===== config.mk =====
export PLATFORM = sky130hd
export DESIGN_NAME = gpi_top
export DESIGN_NICKNAME = d
export VERILOG_FILES = /design/src/design/gpi_eval.v /design/src/design/gpi_sync.v /design/src/design/gpi_top.v
export VERILOG_INCLUDE_DIRS = /design/src /design/src/shared
export SDC_FILE = /design/constraint.sdc
export NUM_CORES = 1
export LEC_CHECK = 0
export BUFFER_PORTS_ARGS = -buffer_cell sky130_fd_sc_hd__buf_4
export CORE_MARGIN = 2
export CORE_UTILIZATION = 50
export DETAILED_ROUTE_END_ITERATION = 16
export PLACE_DENSITY = 0.8
export SETUP_SLACK_MARGIN = 0.1
export SLEW_MARGIN = 20
export SYNTH_ARGS = -nofsm -noshare
export SYNTH_HDL_FRONTEND = slang
export SYNTH_SLANG_ARGS = --single-unit

===== constraint.sdc =====
create_clock -name mclk_i -period 22.6 [get_ports mclk_i]
set_clock_uncertainty 0.05 [all_clocks]
set_input_delay 1.13 -clock mclk_i [delete_from_list [all_inputs] [get_ports mclk_i]]
set_output_delay 1.13 -clock mclk_i [all_outputs]
set_load 0.05 [all_outputs]

===== src/shared/gpi_consts.vh =====
`ifndef GPI_CONSTS_VH
`define GPI_CONSTS_VH

// Pins per port and bus widths
`define GPI_PIN_W 32
`define GPI_ADDR_W 8
`define GPI_DATA_W 32
`define GPI_STRB_W 4

// Register byte offsets
`define GPI_OFF_CTRL 8'h00
`define GPI_OFF_STATUS 8'h04
`define GPI_OFF_MASK 8'h08
`define GPI_OFF_FIRST_POL 8'h0c
`define GPI_OFF_FIRST_EN 8'h10
`define GPI_OFF_SECOND_POL 8'h14
`define GPI_OFF_SECOND_EN 8'h18

// Field positions
`define GPI_CTRL_COMBINE_BIT 0
`define GPI_CTRL_SENSE_BIT 1
`define GPI_STAT_GROUP_BIT 0
`define GPI_STAT_LIVE_BIT 1

// Field encodings
`define GPI_COMBINE_ANY 1'b0
`define GPI_COMBINE_ALL 1'b1
`define GPI_SENSE_EDGE 1'b0
`define GPI_SENSE_LEVEL 1'b1

// Reset values
`define GPI_RST_CTRL 2'h0
`define GPI_RST_MASK 1'h0
`define GPI_RST_POL 32'h00000000
`define GPI_RST_EN 32'h00000000
`define GPI_RST_DATA 32'h00000000

// Bus responses
`define GPI_RESP_OKAY 2'h0
`define GPI_RESP_SLVERR 2'h2

`endif


===== src/design/gpi_eval.v =====
`timescale 1ns/1ns
`default_nettype none
`include "gpi_consts.vh"

module gpi_eval (
  input wire [`GPI_PIN_W-1:0] first_pins_i,
  input wire [`GPI_PIN_W-1:0] second_pins_i,
  input wire [`GPI_PIN_W-1:0] first_pol_i,
  input wire [`GPI_PIN_W-1:0] second_pol_i,
  input wire [`GPI_PIN_W-1:0] first_en_i,
  input wire [`GPI_PIN_W-1:0] second_en_i,
  input wire combine_all_i,
  output reg cond_o
);

  wire [2*`GPI_PIN_W-1:0] pins;
  wire [2*`GPI_PIN_W-1:0] pol;
  wire [2*`GPI_PIN_W-1:0] en;
  wire [2*`GPI_PIN_W-1:0] active;

  assign pins = {second_pins_i, first_pins_i};
  assign pol = {second_pol_i, first_pol_i};
  assign en = {second_en_i, first_en_i};
  // Polarity one means active high, zero active low
  assign active = ~(pins ^ pol) & en;

  // An empty enable set never fires, even when combining for all
  always @*
  begin
    if (combine_all_i == `GPI_COMBINE_ALL)
      cond_o = (active == en) && (|en);
    else
      cond_o = |active;
  end

endmodule // gpi_eval

`default_nettype wire


===== src/design/gpi_sync.v =====
`timescale 1ns/1ns
`default_nettype none
`include "gpi_consts.vh"

module gpi_sync (
  input wire mclk_i,
  input wire reset_i,
  input wire [`GPI_PIN_W-1:0] pins_i,
  output wire [`GPI_PIN_W-1:0] pins_o
);

  reg [`GPI_PIN_W-1:0] meta_q;
  reg [`GPI_PIN_W-1:0] sync_q;

  genvar gi;
  generate
    for (gi = 0; gi < `GPI_PIN_W; gi = gi + 1)
    begin : g_bit
      // First stage is seen only by the second one
      always @(posedge mclk_i or posedge reset_i)
      begin
        if (reset_i)
        begin
          meta_q[gi] <= 1'b0;
          sync_q[gi] <= 1'b0;
        end
        else
        begin
          meta_q[gi] <= pins_i[gi];
          sync_q[gi] <= meta_q[gi];
        end
      end
    end
  endgenerate

  assign pins_o = sync_q;

endmodule // gpi_sync

`default_nettype wire


===== src/design/gpi_top.v =====
// Operation
// - Combine-any: request when at least one enabled pin is active.
// - Combine-all: request only while every enabled pin is active.
// - Edge mode: request on rising transition of combined condition.
// - Level mode: request held while combined condition stays true.
// - Polarity bit 0 means active low, 1 means active high.
// - Enable bit 0 excludes a pin, 1 includes it.
// - Pins are monitored once enabled, regardless of interrupt delivery.
// - Masking the interrupt only blocks delivery, monitoring continues.
// - Status bit reads 1 while a group request is recorded.
// - Software clears the status bit; in level mode a still-true condition keeps it set.
// - Modes, polarity and enable masks read back as last written.
`timescale 1ns/1ns
`default_nettype none
`include "gpi_consts.vh"

module gpi_top (
  input wire mclk_i,
  input wire reset_i,
  input wire [`GPI_PIN_W-1:0] first_port_pins_i,
  input wire [`GPI_PIN_W-1:0] second_port_pins_i,
  output reg irq_o,
  input wire [`GPI_ADDR_W-1:0] s_axi_awaddr_i,
  input wire s_axi_awvalid_i,
  output reg s_axi_awready_o,
  input wire [`GPI_DATA_W-1:0] s_axi_wdata_i,
  input wire [`GPI_STRB_W-1:0] s_axi_wstrb_i,
  input wire s_axi_wvalid_i,
  output reg s_axi_wready_o,
  output reg [1:0] s_axi_bresp_o,
  output reg s_axi_bvalid_o,
  input wire s_axi_bready_i,
  input wire [`GPI_ADDR_W-1:0] s_axi_araddr_i,
  input wire s_axi_arvalid_i,
  output reg s_axi_arready_o,
  output reg [`GPI_DATA_W-1:0] s_axi_rdata_o,
  output reg [1:0] s_axi_rresp_o,
  output reg s_axi_rvalid_o,
  input wire s_axi_rready_i
);

  ////////////////////////////////////////////////////////////////////////////
  // Declarations

  reg [1:0] ctrl_q;
  reg mask_q;
  reg status_q;
  reg status_d;
  reg cond_prev_q;
  reg [`GPI_PIN_W-1:0] first_pol_q;
  reg [`GPI_PIN_W-1:0] first_en_q;
  reg [`GPI_PIN_W-1:0] second_pol_q;
  reg [`GPI_PIN_W-1:0] second_en_q;

  reg aw_held_q;
  reg aw_held_d;
  reg [`GPI_ADDR_W-1:0] awaddr_q;
  reg w_held_q;
  reg w_held_d;
  reg [`GPI_DATA_W-1:0] wdata_q;
  reg [`GPI_STRB_W-1:0] wstrb_q;
  reg bvalid_d;
  reg rvalid_d;
  reg [`GPI_DATA_W-1:0] rdata_d;
  reg [1:0] rresp_d;
  reg [1:0] bresp_d;

  wire [`GPI_PIN_W-1:0] first_sync;
  wire [`GPI_PIN_W-1:0] second_sync;
  wire cond;
  wire group_set;
  wire aw_hs;
  wire w_hs;
  wire ar_hs;
  wire do_wr;
  wire [`GPI_ADDR_W-1:0] wr_addr;
  wire [`GPI_ADDR_W-1:0] rd_addr;
  wire status_clr;

  ////////////////////////////////////////////////////////////////////////////
  // Byte-lane merge for wide registers

  function [`GPI_DATA_W-1:0] merge_lanes;
    input [`GPI_DATA_W-1:0] old_v;
    input [`GPI_DATA_W-1:0] new_v;
    input [`GPI_STRB_W-1:0] strb;
    integer b;
    begin
      merge_lanes = old_v;
      for (b = 0; b < `GPI_STRB_W; b = b + 1)
      begin
        if (strb[b])
          merge_lanes[b*8 +: 8] = new_v[b*8 +: 8];
      end
    end
  endfunction

  ////////////////////////////////////////////////////////////////////////////
  // Pin synchronisers and group evaluation

  gpi_sync u_sync_first (
    .mclk_i (mclk_i),
    .reset_i (reset_i),
    .pins_i (first_port_pins_i),
    .pins_o (first_sync)
  );

  gpi_sync u_sync_second (
    .mclk_i (mclk_i),
    .reset_i (reset_i),
    .pins_i (second_port_pins_i),
    .pins_o (second_sync)
  );

  // Evaluation runs whatever the interrupt mask holds
  gpi_eval u_eval (
    .first_pins_i (first_sync),
    .second_pins_i (second_sync),
    .first_pol_i (first_pol_q),
    .second_pol_i (second_pol_q),
    .first_en_i (first_en_q),
    .second_en_i (second_en_q),
    .combine_all_i (ctrl_q[`GPI_CTRL_COMBINE_BIT]),
    .cond_o (cond)
  );

  ////////////////////////////////////////////////////////////////////////////
  // Group status

  // A config write can make a fresh edge; that is treated as a real one
  assign group_set = (ctrl_q[`GPI_CTRL_SENSE_BIT] == `GPI_SENSE_LEVEL) ?
                     cond :
                     (cond & ~cond_prev_q);

  assign status_clr = do_wr && (wr_addr == `GPI_OFF_STATUS) && wstrb_q[0] &&
                      wdata_q[`GPI_STAT_GROUP_BIT];

  // Set wins over clear, so a level source re-asserts right away
  always @*
  begin
    status_d = group_set | (status_q & ~status_clr);
  end

  always @(posedge mclk_i or posedge reset_i)
  begin
    if (reset_i)
    begin
      status_q <= 1'b0;
      cond_prev_q <= 1'b0;
      irq_o <= 1'b0;
    end
    else
    begin
      status_q <= status_d;
      cond_prev_q <= cond;
      irq_o <= status_d & mask_q;
    end
  end

  ////////////////////////////////////////////////////////////////////////////
  // Write channels

  assign aw_hs = s_axi_awvalid_i & s_axi_awready_o;
  assign w_hs = s_axi_wvalid_i & s_axi_wready_o;
  assign do_wr = aw_held_q & w_held_q & ~s_axi_bvalid_o;
  assign wr_addr = {awaddr_q[`GPI_ADDR_W-1:2], 2'h0};

  always @*
  begin
    aw_held_d = do_wr ? 1'b0 : (aw_held_q | aw_hs);
    w_held_d = do_wr ? 1'b0 : (w_held_q | w_hs);
    bvalid_d = do_wr ? 1'b1 : (s_axi_bvalid_o & ~s_axi_bready_i);
    if (wr_addr == `GPI_OFF_CTRL || wr_addr == `GPI_OFF_STATUS ||
        wr_addr == `GPI_OFF_MASK || wr_addr == `GPI_OFF_FIRST_POL ||
        wr_addr == `GPI_OFF_FIRST_EN || wr_addr == `GPI_OFF_SECOND_POL ||
        wr_addr == `GPI_OFF_SECOND_EN)
      bresp_d = `GPI_RESP_OKAY;
    else
      bresp_d = `GPI_RESP_SLVERR;
  end

  always @(posedge mclk_i or posedge reset_i)
  begin
    if (reset_i)
    begin
      aw_held_q <= 1'b0;
      w_held_q <= 1'b0;
      awaddr_q <= {`GPI_ADDR_W{1'b0}};
      wdata_q <= `GPI_RST_DATA;
      wstrb_q <= {`GPI_STRB_W{1'b0}};
      s_axi_awready_o <= 1'b0;
      s_axi_wready_o <= 1'b0;
      s_axi_bvalid_o <= 1'b0;
      s_axi_bresp_o <= `GPI_RESP_OKAY;
    end
    else
    begin
      aw_held_q <= aw_held_d;
      w_held_q <= w_held_d;
      if (aw_hs)
        awaddr_q <= s_axi_awaddr_i;
      if (w_hs)
      begin
        wdata_q <= s_axi_wdata_i;
        wstrb_q <= s_axi_wstrb_i;
      end
      // One write in flight; channels reopen after the response is taken
      s_axi_awready_o <= ~aw_held_d & ~bvalid_d;
      s_axi_wready_o <= ~w_held_d & ~bvalid_d;
      s_axi_bvalid_o <= bvalid_d;
      if (do_wr)
        s_axi_bresp_o <= bresp_d;
    end
  end

  ////////////////////////////////////////////////////////////////////////////
  // Configuration registers

  always @(posedge mclk_i or posedge reset_i)
  begin
    if (reset_i)
    begin
      ctrl_q <= `GPI_RST_CTRL;
      mask_q <= `GPI_RST_MASK;
      first_pol_q <= `GPI_RST_POL;
      first_en_q <= `GPI_RST_EN;
      second_pol_q <= `GPI_RST_POL;
      second_en_q <= `GPI_RST_EN;
    end
    else if (do_wr)
    begin
      if (wr_addr == `GPI_OFF_CTRL)
      begin
        if (wstrb_q[0])
          ctrl_q <= wdata_q[1:0];
      end
      else if (wr_addr == `GPI_OFF_MASK)
      begin
        if (wstrb_q[0])
          mask_q <= wdata_q[`GPI_STAT_GROUP_BIT];
      end
      else if (wr_addr == `GPI_OFF_FIRST_POL)
        first_pol_q <= merge_lanes(first_pol_q, wdata_q, wstrb_q);
      else if (wr_addr == `GPI_OFF_FIRST_EN)
        first_en_q <= merge_lanes(first_en_q, wdata_q, wstrb_q);
      else if (wr_addr == `GPI_OFF_SECOND_POL)
        second_pol_q <= merge_lanes(second_pol_q, wdata_q, wstrb_q);
      else if (wr_addr == `GPI_OFF_SECOND_EN)
        second_en_q <= merge_lanes(second_en_q, wdata_q, wstrb_q);
    end
  end

  ////////////////////////////////////////////////////////////////////////////
  // Read channel

  assign ar_hs = s_axi_arvalid_i & s_axi_arready_o;
  assign rd_addr = {s_axi_araddr_i[`GPI_ADDR_W-1:2], 2'h0};

  always @*
  begin
    rdata_d = `GPI_RST_DATA;
    rresp_d = `GPI_RESP_OKAY;
    if (rd_addr == `GPI_OFF_CTRL)
      rdata_d[1:0] = ctrl_q;
    else if (rd_addr == `GPI_OFF_STATUS)
    begin
      rdata_d[`GPI_STAT_GROUP_BIT] = status_q;
      rdata_d[`GPI_STAT_LIVE_BIT] = cond;
    end
    else if (rd_addr == `GPI_OFF_MASK)
      rdata_d[`GPI_STAT_GROUP_BIT] = mask_q;
    else if (rd_addr == `GPI_OFF_FIRST_POL)
      rdata_d = first_pol_q;
    else if (rd_addr == `GPI_OFF_FIRST_EN)
      rdata_d = first_en_q;
    else if (rd_addr == `GPI_OFF_SECOND_POL)
      rdata_d = second_pol_q;
    else if (rd_addr == `GPI_OFF_SECOND_EN)
      rdata_d = second_en_q;
    else
      rresp_d = `GPI_RESP_SLVERR;
    rvalid_d = ar_hs ? 1'b1 : (s_axi_rvalid_o & ~s_axi_rready_i);
  end

  always @(posedge mclk_i or posedge reset_i)
  begin
    if (reset_i)
    begin
      s_axi_arready_o <= 1'b0;
      s_axi_rvalid_o <= 1'b0;
      s_axi_rdata_o <= `GPI_RST_DATA;
      s_axi_rresp_o <= `GPI_RESP_OKAY;
    end
    else
    begin
      s_axi_arready_o <= ~rvalid_d;
      s_axi_rvalid_o <= rvalid_d;
      if (ar_hs)
      begin
        s_axi_rdata_o <= rdata_d;
        s_axi_rresp_o <= rresp_d;
      end
    end
  end

endmodule // gpi_top

`default_nettype wire


# Yosys cells after proc, flatten, opt, wreduce, memory -nomap -nowiden
# Index checks and enable logic that the tools add are counted.
[word_totals]
regBits = 349
latch_bits = 0
ram_bits = 0
romBits = 0
output_inout_bits = 42
wordCells = 263
mem_count = 0
[op_classes]
n_addsub = 0
n_mul = 0
div = 0
order_cmp = 0
eq_ne = 13
n_shift = 0
mux = 24
bitwise_logic = 32
reduce_logical = 32
[op_table]
columns = ["cell", "n"]
rows = [
  ["two-way mux 32 bit", 4],
  ["OR reduction 64 bit", 2],
  ["bitwise AND 64 bit", 1],
  ["equality test 64 bit", 1],
  ["inverter 64 bit", 1],
  ["bitwise XOR 64 bit", 1],
  ["two-way mux 30 bit", 2],
  ["equality test 6 x 3 -> 1 bit (second input constant)", 6],
  ["AND reduction 8 bit", 4],
  ["two-way mux 31 bit", 1],
  ["AND reduction 7 bit", 4],
  ["equality test 6 x 2 -> 1 bit (second input constant)", 4],
  ["AND reduction 6 bit", 4],
  ["two-way mux 2 bit", 10],
  ["AND reduction 5 bit", 4],
  ["zero test 8 bit", 2],
  ["inverter 1 bit", 14],
  ["bitwise AND 1 bit", 12],
  ["equality test 6 x 1 -> 1 bit (second input constant)", 2],
  ["two-way mux 1 bit", 7],
  ["logical OR 1 bit", 6],
  ["logical AND 1 bit", 4],
  ["AND reduction 4 bit", 1],
  ["bitwise OR 1 bit", 3],
  ["AND reduction 3 bit", 1],
]

# Longest topological paths before layout
[logic_depth]
ltp_word = 10
depth_mapped = 8

# Hierarchy
# A second synthesis with hierarchy kept.
[unflattened]
cells_unflattened = 1028
area_unflattened_um2 = 13817.0
[modules_own_cells]
columns = ["module", "n_inst", "cells_per_inst", "area_per_inst_um2"]
rows = [
  ["gpi_top", 1, 658, 9052.4],
  ["gpi_sync", 2, 65, 1605.3],
  ["gpi_eval", 1, 240, 1554.0],
]

# Worst setup path after synthesis
# OpenSTA, ideal clock, no wires.
[synth_timing]
kind = "input-to-reg"
from = "in s_axi_araddr_i[5]"
to = "reg s_axi_rdata_o[10]"
setup_ns = 0.083
t_arrival_ns = 2.455
setup_slack_ns = 20.013
path_stages = 6
path_cell_list = "nor4_2 and3_1 buf_4 buf_2 a22oi_1 o21ai_0"
[synth_via]
elab_chain_cells = 8
elab_cells_between_ends = 14
[synth_rtl]
columns = ["item", "line", "text"]
rows = [
  ["start, declared", "gpi_top.v:33", "input wire [`GPI_ADDR_W-1:0] s_axi_araddr_i,"],
  ["equality test 6 x 3 -> 1 bit (no source line)", "n/a", ""],
  ["two-way mux 32 bit", "gpi_top.v:278", "else if (rd_addr == `GPI_OFF_SECOND_EN)"],
  ["two-way mux 32 bit", "gpi_top.v:276", "else if (rd_addr == `GPI_OFF_SECOND_POL)"],
  ["two-way mux 32 bit", "gpi_top.v:274", "else if (rd_addr == `GPI_OFF_FIRST_EN)"],
  ["two-way mux 32 bit", "gpi_top.v:272", "else if (rd_addr == `GPI_OFF_FIRST_POL)"],
  ["two-way mux 31 bit", "gpi_top.v:270", "else if (rd_addr == `GPI_OFF_MASK)"],
  ["two-way mux 30 bit", "gpi_top.v:265", "else if (rd_addr == `GPI_OFF_STATUS)"],
  ["two-way mux 30 bit *", "gpi_top.v:263", "if (rd_addr == `GPI_OFF_CTRL)"],
  ["end signal, assigned", "gpi_top.v:291", "s_axi_rdata_o <= `GPI_RST_DATA;"],
  ["end signal, assigned", "gpi_top.v:300", "s_axi_rdata_o <= rdata_d;"],
  ["end, declared", "gpi_top.v:36", "output reg [`GPI_DATA_W-1:0] s_axi_rdata_o,"],
]
# Mark *: on every way between the ends. The rest lies on a longest branch, timed or not.
# A chain may end at the register's enable or synchronous reset.

# Worst setup path after layout
[layout_timing]
from = "in s_axi_araddr_i[5]"
to = "reg s_axi_rdata_o[7]"
# The elaborated chain is that of the path after synthesis.

==> results.sh <==
export IMPL_status="completed"
export IMPL_worstPathArrival_ps=3590
export IMPL_vias=8968
export IMPL_grt_total_usage_pct=25.33
export IMPL_cts_hold_buf=0
export IMPL_synthToLayoutAreaGrowth_pct=19.82
export IMPL_rsz0062_at_grt="false"
export IMPL_clkTransAtPathRegs_ps=60
export IMPL_slew_viol_final=0
export IMPL_grt_pass1_wl_um=55190
export IMPL_vdd_drop_max_uv=119.4
export IMPL_synth_top_cell_by_area="dfrtp_1"
export IMPL_post_route_period_util_pct=14.32
export IMPL_switching_share_pct=32.95
export IMPL_drt_iter0_drc=839
export IMPL_reg2reg_from="second_en_q[6]"
export IMPL_cpMaxStageDelayCell="nor4_2"
export IMPL_grt_pass1_vias=9331
export IMPL_syn_cell_area_sq_um=13840
export IMPL_drive_above_1_share_pct=31.85
export IMPL_seq_area_frac_synth_pct=62.38
export IMPL_place_gp_congestion=0.9408
export IMPL_avgSynthCellArea_sq_um=13.00
export IMPL_cts_htree_levels=2
export IMPL_numPortBuffers=158
export IMPL_via_per_inst=5.498
export IMPL_ant_nets=0
export IMPL_start_util_pct=51.07
export IMPL_setup_viol=0
export IMPL_rr_worst_depth=7
export IMPL_crit_path_max_fanout=16
export IMPL_r2r_end="status_q"
export IMPL_critPathKind="input pin to flop"
export IMPL_synth_top_flop_cell="dfrtp_1"
export IMPL_synth_cells=1065
export IMPL_route_detailed_drc=0
export IMPL_clock_latency_ps=510
export IMPL_crit_chain="buf_4 > nor4_2 > and3_1 > buf_4 > a22oi_1 > o21ai_0"
export IMPL_finalSetupTns_ps=0
export IMPL_tritoncts="yes"
export IMPL_drv_cap=0
export IMPL_endpoint_kind="flop"
export IMPL_slew_headroom_pct=32.65
export IMPL_power_leakage_nw=7.789
export IMPL_yosys_top_cells_area="dfrtp_1 62%, mux2_2 14%, xor2_1 3.6%"
export IMPL_comb_power_share_pct=24.0
export IMPL_wirelength_um=35600
export IMPL_yosys_warnings=0
export IMPL_drtPass1Iterations=5
export IMPL_die_w_um=170.4
export IMPL_p_sw_mw=0.6458
export IMPL_max_stage_delay_ps=850
export IMPL_worst_ep_required_time_ps=22960
export IMPL_dp_hpwl_um=25250
export IMPL_fmax_mhz=309.1
export IMPL_hold_violations=0
export IMPL_die_h_um=170.4
export IMPL_pwr_share_clk_pct=29.3
export IMPL_cpMostUsedCell="buf_4"
export IMPL_layout_common_cells="345 x dfrtp_1, 168 x mux2_2, 166 x buf_4"
export IMPL_ioPinCount=165
export IMPL_num_nets_final=1358
export IMPL_worst_slew_pin_transition_ps=1010
export IMPL_pwr_density_cell_nw_per_um2=118.2
export IMPL_synth_cell_type_count=49
export IMPL_synth_top_area_share_pct=62.38
export IMPL_period_minus_slack_ps=3236
export IMPL_p_int_mw=1.314
export IMPL_grt_antenna_before_repair=0
export IMPL_grt_overflow_total=0
export IMPL_cts_repair_resized=0
export IMPL_min_path_type="flop to flop"
export IMPL_cts_setup_buffers=0
export IMPL_cts_sinks=345
export IMPL_rows=60
export IMPL_grt_max_degree=116
export IMPL_clock_root_buffer="clkbuf_16"
export IMPL_diodes=0
export IMPL_seqPwrFrac_pct=46.6
export IMPL_ys_seq_elements=345
export IMPL_cp_start_kind="input pin"
export IMPL_endpoint="s_axi_rdata_o[7]"
export IMPL_synth_edf_count=0
export IMPL_clk_path_buf_depth=3
export IMPL_startpoint="s_axi_araddr_i[5]"
export IMPL_async_flop_share_pct=100.0
export IMPL_cts_buffers=35
export IMPL_final_common_cell="dfrtp_1"
export IMPL_coreArea_sq_um=27100
export IMPL_ff2ff_setup_slack_ps=20020
export IMPL_wl_per_cell_um=21.83
export IMPL_dieArea_sq_um=29030
export IMPL_fin_hold_ws_ps=296.1
[metal layers]
layer / GRT usage, % / vias to the layer above / routed length [um]
met4: 6.057 / 0 / 684
met3: 4.023 / 51 / 1846
li1: - / 4092 / -
met5: 0 / - / 0
met1: 35.98 / 4557 / 15950
met2: 41.23 / 268 / 17120
[power by group through the flow]
stage / logic, mW / registers, mW / clock network [mW]
after global placement: 0.457 / 0.912 / 0
final: 0.471 / 0.914 / 0.574
after detailed placement: 0.465 / 0.919 / 0
after floorplan: 0.315 / 0.875 / 0
after global routing: 0.513 / 0.933 / 0.610
after CTS: 0.470 / 0.910 / 0.584
[layout make-up]
| type | instances | area [sq um] |
|---|---|---|
| multi-input cells | 620 | 4828 |
| flip-flops and latches | 345 | 8633 |
| well taps | 372 | 465.4 |
| clock buffers | 54 | 1060 |
| repair buffers | 166 | 1246 |
| fillers | 2078 | 10520 |
| inverters | 67 | 259.0 |
| clock inverters | 7 | 92.59 |
[worst max-delay path, delay by kind of cell]
family | cells | cell delay [ps]
compound gates | 2 | 320
buf+inv | 2 | 500
simple gates | 2 | 1610
[synth_stat cells (4+ instances only)]
cell type	n
nand4_1	10
nand2b_1	5
clkbuf_1	24
a21oi_1	4
nand3_1	5
buf_2	5
nor2_1	15
dfrtp_1	345
xor2_1	57
mux2_1	5
mux2i_1	31
nor4_1	23
xnor2_1	6
o22ai_1	26
mux2_2	168
a211oi_1	4
a31oi_1	4
nand2_2	4
o21a_1	4
a22oi_1	58
nand2_1	88
o21ai_0	68
inv_1	67
[worst min-delay path by stage]
| stage | startpoint | endpoint | slack [ps] | depth (start not counted) |
|---|---|---|---|---|
| after global placement | u_sync_second.meta_q[30] | u_sync_second.pins_o[30] | 280 | 0 |
| after detailed placement | u_sync_first.meta_q[21] | u_sync_first.pins_o[21] | 280 | 0 |
| final | u_sync_first.meta_q[21] | u_sync_first.pins_o[21] | 300 | 0 |
| after global routing | u_sync_second.meta_q[29] | u_sync_second.pins_o[29] | 300 | 0 |
| after CTS | u_sync_first.meta_q[31] | u_sync_first.pins_o[31] | 300 | 0 |
| after floorplan | u_sync_first.meta_q[0] | u_sync_first.pins_o[0] | 280 | 0 |
[kinds of logic (layout without fill, tap and decap cells)]
kind of cell	after synthesis	count (layout)	share of synthesized area (%)
and+or+nand+nor	171	171	6.093
DFF	345	345	62.38
other	1	2	0.02709
AOI/OAI and AO/OA	179	179	8.217
muxes	204	204	16.32
buffers and inverters	101	294	2.866
xor gates and xnor gates	64	64	4.104
[metrics by stage]
step | setup WS [ps] | util [%] | total power, mW | area, sq um | cells
after floorplan | 11850 | - | 1.190 | 13840 | 1066
after global placement | 18840 | 56.94 | 1.369 | 15430 | 1570
after detailed placement | 18820 | 56.94 | 1.385 | 15430 | 1570
after CTS | 19340 | 61.19 | 1.964 | 16580 | 1631
after global routing | 18970 | 61.20 | 2.056 | 16580 | 1631
final | 19360 | 61.20 | 1.960 | 16580 | 1631
Power figures use the tool's default switching activity.
